<file path="src/shared/cpg_pkg.sv">
// Constants, types and helpers shared by the clock pulse generator
package cpg_pkg;

  // Counter width for measured clock periods, in REF_CLK cycles
  localparam int CNT_W = 16;
  localparam logic [CNT_W-1:0] CNT_ONE = 16'h0001;

  // Register byte offsets
  localparam logic [7:0] ADR_FREQ   = 8'h00;
  localparam logic [7:0] ADR_STATUS = 8'h04;

  // Frequency register: multiplication factor field
  localparam int         FREQ_LSB   = 0;
  localparam logic [1:0] FACT_X1    = 2'h0;
  localparam logic [1:0] FACT_X2    = 2'h1;
  localparam logic [1:0] FACT_X4    = 2'h2;
  localparam logic [1:0] FREQ_RESET = FACT_X1;

  // Status register field positions
  localparam int ST_MODE_LSB = 0;
  localparam int ST_MODE_BAD = 3;
  localparam int ST_MULT_LCK = 4;
  localparam int ST_ALGN_LCK = 5;
  localparam int ST_PAUSED   = 6;
  localparam int ST_CRYSTAL  = 7;
  localparam int ST_MASTER   = 8;
  localparam int ST_CS0_LSB  = 9;
  localparam int ST_PIN_OUT  = 11;

  // Decoded clock mode, one code per mode
  typedef enum logic [7:0] {
    MODE0    = 8'h01,
    MODE1    = 8'h02,
    MODE2    = 8'h04,
    MODE3    = 8'h08,
    MODE4    = 8'h10,
    MODE5    = 8'h20,
    MODE6    = 8'h40,
    MODE_BAD = 8'h80
  } clk_mode_t;

  // Strap capture sequence after reset
  typedef enum logic [1:0] {
    ST_CAPTURE = 2'h1,
    ST_RUN     = 2'h2
  } run_state_t;

  // Mode pins to decoded mode; the all-ones code is not a mode
  function automatic clk_mode_t decode_mode(input logic [2:0] md);
    clk_mode_t m;
    m = MODE_BAD;
    case (md)
      3'h0: m = MODE0;
      3'h1: m = MODE1;
      3'h2: m = MODE2;
      3'h3: m = MODE3;
      3'h4: m = MODE4;
      3'h5: m = MODE5;
      3'h6: m = MODE6;
      default: m = MODE_BAD;
    endcase
    return m;
  endfunction

  // Half period after division by 2**sh, never below one cycle
  function automatic logic [CNT_W-1:0] half_period(
    input logic [CNT_W-1:0] p,
    input logic [1:0]       sh
  );
    logic [CNT_W-1:0] h;
    h = p >> ({1'b0, sh} + 3'h1);
    return (h == '0) ? CNT_ONE : h;
  endfunction

endpackage

</file>
<file path="src/hw/clock_pulse_generator.sv">
// Clock pulse generator top: mode straps, clock routing, registers
//
// Operation
// - The multiplier loop outputs the input clock times 1, 2 or 4 per the frequency register.
// - In the aligned setting the internal clock has no phase offset to the pin clock.
// - In the shifted setting the internal clock sits 90 degrees from the pin clock.
// - The three mode-select pins are decoded into the clock mode.
// - The clock pin is an input or drives the clock out, according to the mode.
// - The dual-purpose pin is a pause request or the oscillator select, per mode.
// - The clock source is a crystal or an external clock, per the oscillator select pin in modes 0 to 3.
// - The mode straps also set the area zero bus width and master or slave.
// - In the pin-clock modes the multiplier loop is stopped.
// - In the crystal or external input modes the internal clock is x1, x2 or x4.
// - In the pin-clock modes the dual-purpose pin is the pause request.
`timescale 1ns/1ps
module clock_pulse_generator (
  // Clock and reset
  input  logic        REF_CLK,
  input  logic        RESETN,
  // Wishbone slave
  input  logic        WB_CYC_I,
  input  logic        WB_STB_I,
  input  logic        WB_WE_I,
  input  logic [7:0]  WB_ADR_I,
  input  logic [3:0]  WB_SEL_I,
  input  logic [31:0] WB_DAT_I,
  output logic [31:0] WB_DAT_O,
  output logic        WB_ACK_O,
  // Clock pins
  input  logic        CRYSTAL_OR_EXT_CLOCK_IN,
  output logic        CRYSTAL_DRIVE_OUT,
  input  logic        CLOCK_IO_PIN_IN,
  output logic        CLOCK_IO_PIN_OUT,
  output logic        CLOCK_IO_PIN_OE,
  // Mode straps
  input  logic        MODE_SELECT_BIT0,
  input  logic        MODE_SELECT_BIT1,
  input  logic        MODE_SELECT_BIT2,
  input  logic        PAUSE_REQUEST_OR_OSC_SELECT,
  input  logic [1:0]  CHIP_SELECT_AREA_ZERO_WIDTH_STRAP,
  input  logic        BUS_MASTER_STRAP,
  // Results
  output logic        INTERNAL_CLOCK,
  output logic [1:0]  CHIP_SELECT_AREA_ZERO_WIDTH,
  output logic        BUS_MASTER
);
  import cpg_pkg::*;

  run_state_t         state_r;
  clk_mode_t          mode_r;
  logic [2:0]         mode_bits_r;
  logic [1:0]         cs0_width_r;
  logic               master_r;
  logic [1:0]         factor_r;
  logic               ack_r;
  logic [31:0]        dat_o_r;
  logic               int_clk_r;
  logic               int_clk_nxt;
  logic               pin_out_r;
  logic               pin_oe_r;
  logic               crystal_drive_out_drv_r;
  logic               paused_r;
  logic               crystal_drive_out_mode;
  logic               pin_mode;
  logic               align_mode;
  logic               shift_mode;
  logic               mult_en;
  logic               mult_clk;
  logic               mult_lock;
  logic               align_ref;
  logic               align_clk;
  logic               align_lock;
  logic               bus_req;
  logic               wr_freq;
  logic [31:0]        status;

  // Mode groups from the captured strap
  assign crystal_drive_out_mode  = mode_r inside {MODE0, MODE1, MODE2, MODE3};
  assign pin_mode   = mode_r inside {MODE4, MODE5, MODE6};
  assign align_mode = mode_r inside {MODE0, MODE1, MODE4, MODE5};
  assign shift_mode = mode_r inside {MODE1, MODE5};
  assign mult_en    = crystal_drive_out_mode;
  assign align_ref  = pin_mode ? CLOCK_IO_PIN_IN : mult_clk;

  // Strap capture once after reset release, then held for the run
  always_ff @(posedge REF_CLK or negedge RESETN) begin
    if (!RESETN) begin
      state_r     <= ST_CAPTURE;
      mode_r      <= MODE_BAD;
      mode_bits_r <= 3'h0;
      cs0_width_r <= 2'h0;
      master_r    <= 1'b0;
    end else begin
      unique case (state_r)
        ST_CAPTURE: begin
          mode_bits_r <= {MODE_SELECT_BIT2, MODE_SELECT_BIT1,
                          MODE_SELECT_BIT0};
          mode_r      <= decode_mode({MODE_SELECT_BIT2,
                          MODE_SELECT_BIT1, MODE_SELECT_BIT0});
          cs0_width_r <= CHIP_SELECT_AREA_ZERO_WIDTH_STRAP;
          master_r    <= BUS_MASTER_STRAP;
          state_r     <= ST_RUN;
        end
        ST_RUN: begin
          state_r <= ST_RUN;
        end
        default: begin
          state_r <= ST_CAPTURE;
        end
      endcase
    end
  end

  // Multiplier loop fed from the crystal or external input
  freq_multiplier u_mult (
    .clk     (REF_CLK),
    .rst_n   (RESETN),
    .en      (mult_en),
    .factor  (factor_r),
    .ref_in  (CRYSTAL_OR_EXT_CLOCK_IN),
    .clk_out (mult_clk),
    .locked  (mult_lock)
  );

  // Phase-alignment loop, referenced to the pin clock, or to the multiplier output in modes 0 and 1
  phase_aligner u_align (
    .clk     (REF_CLK),
    .rst_n   (RESETN),
    .en      (align_mode),
    .shift90 (shift_mode),
    .ref_in  (align_ref),
    .clk_out (align_clk),
    .locked  (align_lock)
  );

  // Internal clock source by mode, gated by a pause request
  always_comb begin
    int_clk_nxt = 1'b0;
    unique case (mode_r)
      MODE0, MODE1: int_clk_nxt = align_clk;
      MODE2, MODE3: int_clk_nxt = mult_clk;
      MODE4, MODE5: int_clk_nxt = align_clk;
      MODE6:        int_clk_nxt = CLOCK_IO_PIN_IN;
      MODE_BAD:     int_clk_nxt = 1'b0;
    endcase
    if (pin_mode && PAUSE_REQUEST_OR_OSC_SELECT) begin
      int_clk_nxt = 1'b0;
    end
  end

  // Registered clock outputs and pin direction
  always_ff @(posedge REF_CLK or negedge RESETN) begin
    if (!RESETN) begin
      int_clk_r  <= 1'b0;
      pin_out_r  <= 1'b0;
      pin_oe_r   <= 1'b0;
      paused_r   <= 1'b0;
    end else begin
      int_clk_r <= int_clk_nxt;
      pin_oe_r  <= mode_r inside {MODE0, MODE1, MODE2};
      pin_out_r <= (mode_r inside {MODE0, MODE1, MODE2}) & mult_clk;
      paused_r  <= pin_mode & PAUSE_REQUEST_OR_OSC_SELECT;
    end
  end

  // Crystal drive runs only when the oscillator is selected
  always_ff @(posedge REF_CLK or negedge RESETN) begin
    if (!RESETN) begin
      crystal_drive_out_drv_r <= 1'b0;
    end else begin
      crystal_drive_out_drv_r <= crystal_drive_out_mode & PAUSE_REQUEST_OR_OSC_SELECT &
                    ~CRYSTAL_OR_EXT_CLOCK_IN;
    end
  end

  // Bus decode
  assign bus_req = WB_CYC_I & WB_STB_I & ~ack_r;
  assign wr_freq = bus_req & WB_WE_I & WB_SEL_I[0] &
                   (WB_ADR_I == ADR_FREQ);

  // Frequency register; the unused factor code is ignored
  always_ff @(posedge REF_CLK or negedge RESETN) begin
    if (!RESETN) begin
      factor_r <= FREQ_RESET;
    end else if (wr_freq &&
                 WB_DAT_I[FREQ_LSB+:2] inside {FACT_X1, FACT_X2,
                                               FACT_X4}) begin
      factor_r <= WB_DAT_I[FREQ_LSB+:2];
    end
  end

  // Status word from the block's own state
  always_comb begin
    status                      = 32'h0000_0000;
    status[ST_MODE_LSB+:3]      = mode_bits_r;
    status[ST_MODE_BAD]         = (mode_r == MODE_BAD);
    status[ST_MULT_LCK]         = mult_lock;
    status[ST_ALGN_LCK]         = align_lock;
    status[ST_PAUSED]           = paused_r;
    status[ST_CRYSTAL]          = crystal_drive_out_mode & PAUSE_REQUEST_OR_OSC_SELECT;
    status[ST_MASTER]           = master_r;
    status[ST_CS0_LSB+:2]       = cs0_width_r;
    status[ST_PIN_OUT]          = pin_oe_r;
  end

  // Single-cycle answer; unmapped addresses read zero
  always_ff @(posedge REF_CLK or negedge RESETN) begin
    if (!RESETN) begin
      ack_r   <= 1'b0;
      dat_o_r <= 32'h0000_0000;
    end else begin
      ack_r <= bus_req;
      if (bus_req && !WB_WE_I) begin
        unique case (WB_ADR_I)
          ADR_FREQ:   dat_o_r <= {30'h0000_0000, factor_r};
          ADR_STATUS: dat_o_r <= status;
          default:    dat_o_r <= 32'h0000_0000;
        endcase
      end
    end
  end

  // Port drivers, all from flip-flops
  assign WB_DAT_O                    = dat_o_r;
  assign WB_ACK_O                    = ack_r;
  assign CRYSTAL_DRIVE_OUT           = crystal_drive_out_drv_r;
  assign CLOCK_IO_PIN_OUT            = pin_out_r;
  assign CLOCK_IO_PIN_OE             = pin_oe_r;
  assign INTERNAL_CLOCK              = int_clk_r;
  assign CHIP_SELECT_AREA_ZERO_WIDTH = cs0_width_r;
  assign BUS_MASTER                  = master_r;
endmodule

</file>
<file path="src/hw/freq_multiplier.sv">
// Multiplier loop: regenerates the input clock at x1, x2 or x4
`timescale 1ns/1ps
module freq_multiplier
  import cpg_pkg::*;
(
  // Clock and reset
  input  logic             clk,
  input  logic             rst_n,
  // Control
  input  logic             en,
  input  logic [1:0]       factor,
  input  logic             ref_in,
  // Result
  output logic             clk_out,
  output logic             locked
);
  logic                    ref_d_r;
  logic                    seen_r;
  logic                    locked_r;
  logic                    clk_out_r;
  logic [CNT_W-1:0]        per_cnt_r;
  logic [CNT_W-1:0]        period_r;
  logic [CNT_W-1:0]        gen_cnt_r;
  logic [1:0]              shift;
  logic [CNT_W-1:0]        half;
  logic                    rise;

  // Edge detect and division by the selected factor
  assign rise  = ref_in & ~ref_d_r;
  assign shift = (factor == FACT_X4) ? 2'h2 :
                 (factor == FACT_X2) ? 2'h1 : 2'h0;
  assign half  = half_period(period_r, shift);

  // Period measurement between rising input edges
  always_ff @(posedge clk or negedge rst_n) begin
    if (!rst_n) begin
      ref_d_r   <= 1'b0;
      seen_r    <= 1'b0;
      locked_r  <= 1'b0;
      per_cnt_r <= '0;
      period_r  <= '0;
    end else if (!en) begin
      ref_d_r   <= 1'b0;
      seen_r    <= 1'b0;
      locked_r  <= 1'b0;
      per_cnt_r <= '0;
    end else begin
      ref_d_r <= ref_in;
      if (rise) begin
        if (seen_r) begin
          period_r <= per_cnt_r + CNT_ONE;
        end
        locked_r  <= seen_r;
        seen_r    <= 1'b1;
        per_cnt_r <= '0;
      end else begin
        per_cnt_r <= per_cnt_r + CNT_ONE;
      end
    end
  end

  // Output generator, restarted on every rising input edge to stay in step
  always_ff @(posedge clk or negedge rst_n) begin
    if (!rst_n) begin
      gen_cnt_r <= '0;
      clk_out_r <= 1'b0;
    end else if (!en || !locked_r) begin
      gen_cnt_r <= '0;
      clk_out_r <= 1'b0;
    end else if (rise) begin
      gen_cnt_r <= CNT_ONE;
      clk_out_r <= 1'b1;
    end else if (gen_cnt_r >= half) begin
      gen_cnt_r <= CNT_ONE;
      clk_out_r <= ~clk_out_r;
    end else begin
      gen_cnt_r <= gen_cnt_r + CNT_ONE;
    end
  end

  assign clk_out = clk_out_r;
  assign locked  = locked_r;
endmodule

</file>
<file path="src/hw/phase_aligner.sv">
// Phase-alignment loop: internal clock at 0 or 90 degrees to a reference
`timescale 1ns/1ps
module phase_aligner
  import cpg_pkg::*;
(
  // Clock and reset
  input  logic             clk,
  input  logic             rst_n,
  // Control
  input  logic             en,
  input  logic             shift90,
  input  logic             ref_in,
  // Result
  output logic             clk_out,
  output logic             locked
);
  logic                    ref_d_r;
  logic                    seen_r;
  logic                    locked_r;
  logic                    clk_out_r;
  logic [CNT_W-1:0]        ph_r;
  logic [CNT_W-1:0]        period_r;
  logic [CNT_W-1:0]        ph_nxt;
  logic [CNT_W-1:0]        half;
  logic [CNT_W-1:0]        quarter;
  logic                    rise;
  logic                    win;

  // Phase within the reference period and the output window
  assign rise    = ref_in & ~ref_d_r;
  assign ph_nxt  = rise ? '0 : ph_r + CNT_ONE;
  assign half    = half_period(period_r, 2'h0);
  assign quarter = period_r >> 2;
  assign win     = shift90 ? (ph_nxt >= quarter &&
                              ph_nxt < quarter + half)
                           : (ph_nxt < half);

  // Period tracking and phase counter
  always_ff @(posedge clk or negedge rst_n) begin
    if (!rst_n) begin
      ref_d_r  <= 1'b0;
      seen_r   <= 1'b0;
      locked_r <= 1'b0;
      ph_r     <= '0;
      period_r <= '0;
    end else if (!en) begin
      ref_d_r  <= 1'b0;
      seen_r   <= 1'b0;
      locked_r <= 1'b0;
      ph_r     <= '0;
    end else begin
      ref_d_r <= ref_in;
      ph_r    <= ph_nxt;
      if (rise) begin
        if (seen_r) begin
          period_r <= ph_r + CNT_ONE;
        end
        locked_r <= seen_r;
        seen_r   <= 1'b1;
      end
    end
  end

  // Output clock, held low until a period has been measured
  always_ff @(posedge clk or negedge rst_n) begin
    if (!rst_n) begin
      clk_out_r <= 1'b0;
    end else begin
      clk_out_r <= en & locked_r & win;
    end
  end

  assign clk_out = clk_out_r;
  assign locked  = locked_r;
endmodule

</file>
<file path="config.mk">
export PLATFORM = sky130hd
export DESIGN_NAME = clock_pulse_generator
export DESIGN_NICKNAME = d
export VERILOG_FILES = /design/src/shared/cpg_pkg.sv /design/src/hw/clock_pulse_generator.sv /design/src/hw/freq_multiplier.sv /design/src/hw/phase_aligner.sv
export SDC_FILE = /design/constraint.sdc
export NUM_CORES = 1
export LEC_CHECK = 0
export ABC_AREA = 1
export BUFFER_PORTS_ARGS = -buffer_cell sky130_fd_sc_hd__clkbuf_2
export CAP_MARGIN = 20
export CORE_ASPECT_RATIO = 1.75
export CORE_MARGIN = 5
export CORE_UTILIZATION = 30
export DETAILED_ROUTE_END_ITERATION = 7
export MAX_ROUTING_LAYER = met4
export SYNTH_ARGS = -nofsm -noshare
export SYNTH_HDL_FRONTEND = slang
export SYNTH_SLANG_ARGS = --single-unit
</file>
<file path="constraint.sdc">
create_clock -name REF_CLK -period 4.5 [get_ports REF_CLK]
set_clock_uncertainty 0.15 [all_clocks]
set_input_delay 0.225 -clock REF_CLK [delete_from_list [all_inputs] [get_ports REF_CLK]]
set_output_delay 0.225 -clock REF_CLK [all_outputs]
set_load 0.05 [all_outputs]
</file>
Word level (Yosys, flattened, before mapping)
Cells that the tools add are included.
Widths: inputs -> output; s select.

operators by class
  bitwise operators = 18
  reduce and logical (&&, ||, !) cells = 25
  equal/unequal tests = 23
  add/sub/neg operators = 5
  shifts and indexed selects = 1
  $lt $le $gt $ge = 4
  multiplexer cells = 31

operators by type and width
  kind                   number
  $mux 16                8
  $pmux 8 s7             1
  $add 16x1->16 const B  3
  $logic_not 16->1       2
  $lt 16x16->1           2
  $pmux 12 s2            1
  $mux 1                 17
  $add 14x16->16         1
  $eq 8x3->1 const B     2
  $ge 16x14->1           1
  $ge 16x16->1           1
  $shr 16x3->16          1
  $mux 15                1
  $and 1x1->1            13
  $reduce_bool 3->1      4
  $eq 3x3->1 const B     3
  $eq 8x1->1 const B     1
  $eq 8x2->1 const B     1
  $eq 8x4->1 const B     1
  $eq 8x5->1 const B     1
  $eq 8x6->1 const B     1
  $eq 8x7->1 const B     1
  $eq 8x8->1 const B     1
  $logic_not 8->1        1
  other kinds (20)       38

word-level totals
  output and inout port bits = 40
  input bits = 58
  flip-flop bits (word level) = 144
  logic and storage cells = 133

Logic depth before layout (Yosys ltp)
  depth in word-level cells = 11
  mapped depth = 26
  mapped depth without buffers = 25

Cells and area by module
A second synthesis with hierarchy kept.

unflattened totals
  cell total of the unflattened synthesis = 1,102
  area total of the unflattened synthesis = 8,355.5 um^2

modules (own cells, without submodules)
  module                 instances  cells an instance  seq. area each (um^2)  area an instance (um^2)
  phase_aligner          1          478                875.8                  3,475.8
  freq_multiplier        1          415                1,276.2                3,089.2
  clock_pulse_generator  1          209                903.4                  1,790.5

Least setup slack after synthesis
OpenSTA, ideal clock, no wires.

  path kind = register to register
  start = reg u_align.period_r[3]
  end = reg u_align.clk_out_r, in the netlist u_align.clk_out
  arrival = 3,558 ps
  stages on the path, launching flop included = 27
  setup time = 117 ps
  data required time = 4,233 ps
  period minus slack after synthesis = 3,825 ps
  path buffers = 1
  slack = 675 ps
  cells stage by stage = dfrtp_1 -> inv_1 -> ha_1 -> nand2_1 -> nor2_1 -> nand4_1 -> clkbuf_1 -> nand2_1 -> inv_1 -> ha_1 -> a21oi_1 -> o21ai_0 -> a21oi_1 -> o21ai_0 -> a21oi_1 -> inv_1 -> nand2_1 -> inv_1 -> o21ai_0 -> o311ai_0 -> ha_1 -> nand4_1 -> o221a_2 -> nand2_1 -> a21oi_1 -> nor2_1 -> nor2_1

between the ends
  word-level cells in the longest chain between the ends = 7
  elaborated cells between the ends (all ways) = 9
  those cells by class = add/sub: 1; order compare: 3; mux: 2; bitwise: 1; reduce/logical: 2

RTL lines
  element                 line                 RTL
  from (decl)             phase_aligner.sv:22  logic [CNT_W-1:0] period_r;
  from (signal assigned)  phase_aligner.sv:56  period_r <= ph_r + CNT_ONE;
  $logic_not 16->1        cpg_pkg.sv:72        return (h == '0) ? CNT_ONE : h;
  $mux 15                 cpg_pkg.sv:72
  $add 14x16->16          phase_aligner.sv:35  ph_nxt < quarter + half)
  $lt 16x16->1            phase_aligner.sv:35
  $logic_and 1x1->1       phase_aligner.sv:34  assign win = shift90 ? (ph_nxt >= quarter &&
  $mux 1 (*)              phase_aligner.sv:34
  $and 1x1->1 (*)         phase_aligner.sv:69  clk_out_r <= en & locked_r & win;
  to (signal assigned)    phase_aligner.sv:69
  to (decl)               phase_aligner.sv:20  logic clk_out_r;

Mark *: on every way between the ends. The rest lies on a longest branch, timed or not.
A chain may end at the register's enable or synchronous reset.

Final worst setup path
  start = reg u_align.period_r[13]
  end = reg u_align.clk_out_r, in the netlist u_align.clk_out

Same word-level chain as after synthesis.

==> flow_summary.json <==
{
  "status": "finished clean",
  "slew_violations": 0,
  "area_growth_pct": 18.0,
  "cp.required_ns": 4.66,
  "min_period_ns": 4.13,
  "grt_max_degree": 46,
  "finalNetCount": 1195,
  "grt_pass1_wl_mm": 31.0,
  "clk_pin_slew_ns": 0.06,
  "ant_nets": 0,
  "worst_ep_arrival_time_ns": 4.29,
  "final_layout_size_suffix_gt1_share_pct": 12.5,
  "ys_warn_count": 0,
  "wl_per_cell_um": 13.3,
  "finalPower_w": 0.00303,
  "die_area_sq_um": 29500,
  "hold_path.class": "primary input to flop",
  "reg2reg_depth": 25,
  "final_cell_mix": "nand2_1 (194), dfrtp_1 (120), inv_1 (118)",
  "diodes": 0,
  "core_area_sq_um": 25800,
  "synth_area_per_cell_sq_um": 8.06,
  "die_w_um": 132,
  "grt_usage_pct": 13.2,
  "gp_congestion": 0.870,
  "first_iter_violations": 270,
  "viasPerCell": 4.66,
  "cts_tree": "yes",
  "setup_viol": 0,
  "wirelength_mm": 18.4,
  "fmax_ghz": 0.242,
  "antenna_found_initial": 0,
  "worstSetupEndpointType": "flop",
  "cts.sinks": 122,
  "numCtsBuffers": 17,
  "final_common_cell": "nand2_1",
  "syn_area_sq_um": 7800,
  "initial_core_util_pct": 30.3,
  "ys.flop_type": "dfrtp_1",
  "vdd_ir_drop_max_uv": 239,
  "synth-async-reset-ratio_pct": 100,
  "filler_cell_count": 2709,
  "max_slew_margin_pct": 50.2,
  "power_leakage_nw": 4.82,
  "clockBufferDepth": 2,
  "ys_ff_latch": 122,
  "grt_pass1_vias": 6666,
  "dr_total_vias": 6470,
  "holdPathStages": 4,
  "gr-total-overflow": 0,
  "cts_root_buf": "clkbuf_16",
  "p_per_area_nw_per_um2": 329,
  "worst_slew_pin_slew_ns": 0.746,
  "critical_path.startpoint_type": "flop",
  "reg2reg_slack_ns": 0.37,
  "port_buffers": 44,
  "path_class": "flop to flop",
  "finalHoldViolCount": 0,
  "row_count": 78,
  "rsz0062_at_grt": "false",
  "max_stage_delay_ns": 0.37,
  "cap_violations": 0,
  "fp.dieH_um": 223,
  "place_hpwl_mm": 14.8,
  "htreeDepth": 4,
  "synth-edff-count": 0,
  "setup_tns_ns": 0,
  "ys_seq_area_share_pct": 39.2,
  "crit_slowest_cell": "dfrtp_1",
  "num_io_pins": 98,
  "synthesis.instances": 968,
  "firstDrtPassIters": 4,
  "drc": 0,
  "clk_latency_ns": 0.41,
  "yosys.cell_types.count": 54,
  "fin_crit_sh_pct": 91.7,
  "crit_fanout": 6
}
worst max-delay path, delay by kind of cell, from the launching register on:
kind	cells	cell delay, ns
adder cells (fa/ha/maj)	3	0.83
flip-flops	1	0.37
buffers and inverters	4	0.23
AO/OA/AOI/OAI	9	1.42
AND/OR/NAND/NOR	9	1.00
timing repair:
item	4_1_cts	5_1_grt
resized for setup	0	4
endpoints found under the hold margin	56	0
setup endpoints to repair	0	1
hold buffers	16	0
buffers inserted	0	1
where the power goes:
group	total (W)	internal, W	switching (W)
Combinational	0.000529	0.000197	0.000332
Clock	0.00131	0.000835	0.000474
Sequential	0.00119	0.00115	0.0000417
Total	0.00303	0.00218	0.000848
metal layers:
metal	vias to the layer above	global-route usage [%]	wire (um)
met4	0	6.38	786
li1	3314	-	-
met2	93	26.1	10600
met5	-	-	0
met3	48	2.26	421
met1	3015	11.9	6650
cell usage after synthesis (13+ instances only):
cell type    n  share of area, %
nor3_1      18               1.2
dfrtp_1    120                38
xnor2_1     13               1.5
nand4_1     16               1.3
nor2_1     111               5.3
inv_1      118               5.7
nand2_1    194               9.3
o21ai_0     56               3.6
a21oi_1     57               3.7
xor2_1      33               3.7
ha_1        80                13
buf_4       20               1.9
nand3_1     37               2.4
area by class of cell:
cell class                      instances  area [sq um]  area share [%]
Clock inverter                          9           100            1.09
Sequential cell                       122          3060            33.2
Clock buffer                           22           464            5.04
Multi-Input combinational cell        701          4120            44.7
Timing Repair Buffer                   89           601            6.52
Tap cell                              320           400            4.35
Inverter                              125           469            5.09
cells by family (layout without fill, tap and decap cells):
group                    Yosys count  count (layout)  synth area share, %
AND/OR/NAND/NOR                  397             397                 21.9
buffers and inverters            164             245                 9.04
AO/OA/AOI/OAI                    155             155                 11.3
flip-flops                       122             122                 39.2
adder cells (fa/ha/maj)           81              81                 13.1
XOR/XNOR                          46              46                 5.16
multiplexers                       2               2                0.289
other                              1              20               0.0481
through the flow:
step	area (sq um)	setup WS, ns	std cells	hold WS (ns)	util [%]
finish	9210	0.372	1388	0.0191	35.8
global route	9210	0.0163	1388	0.0506	35.8
CTS	9200	0.107	1387	0.00308	35.7
detailed placement	8470	0.118	1340	0.101	32.9
global placement	8470	0.181	1340	0.0990	32.9
floorplan	7880	0.675	987	-0.221	-
final timing paths:
check | start | end
max reg2reg | u_align.period_r[13] | u_align.clk_out
min reg2reg | u_mult.per_cnt_r[0] | u_mult.per_cnt_r[0]
max in group asynchronous | RESETN | u_mult.per_cnt_r[10]
max | u_align.period_r[13] | u_align.clk_out
min in group asynchronous | RESETN | u_align.period_r[13]
min | WB_ADR_I[2] | WB_DAT_O[0]
sequential cells by signal (all words and copies together) (netlist names), 2 cells and up:
name / count
u_mult.per_cnt_r: 16
WB_DAT_O: 12
u_align.ph_r: 16
state_r: 2
mode_bits_r: 3
factor_r: 2
u_mult.gen_cnt_r: 16
u_mult.period_r: 15
u_align.period_r: 15
CHIP_SELECT_AREA_ZERO_WIDTH: 2
mode_r: 8
Note: power is estimated with default switching activity, not from simulation.
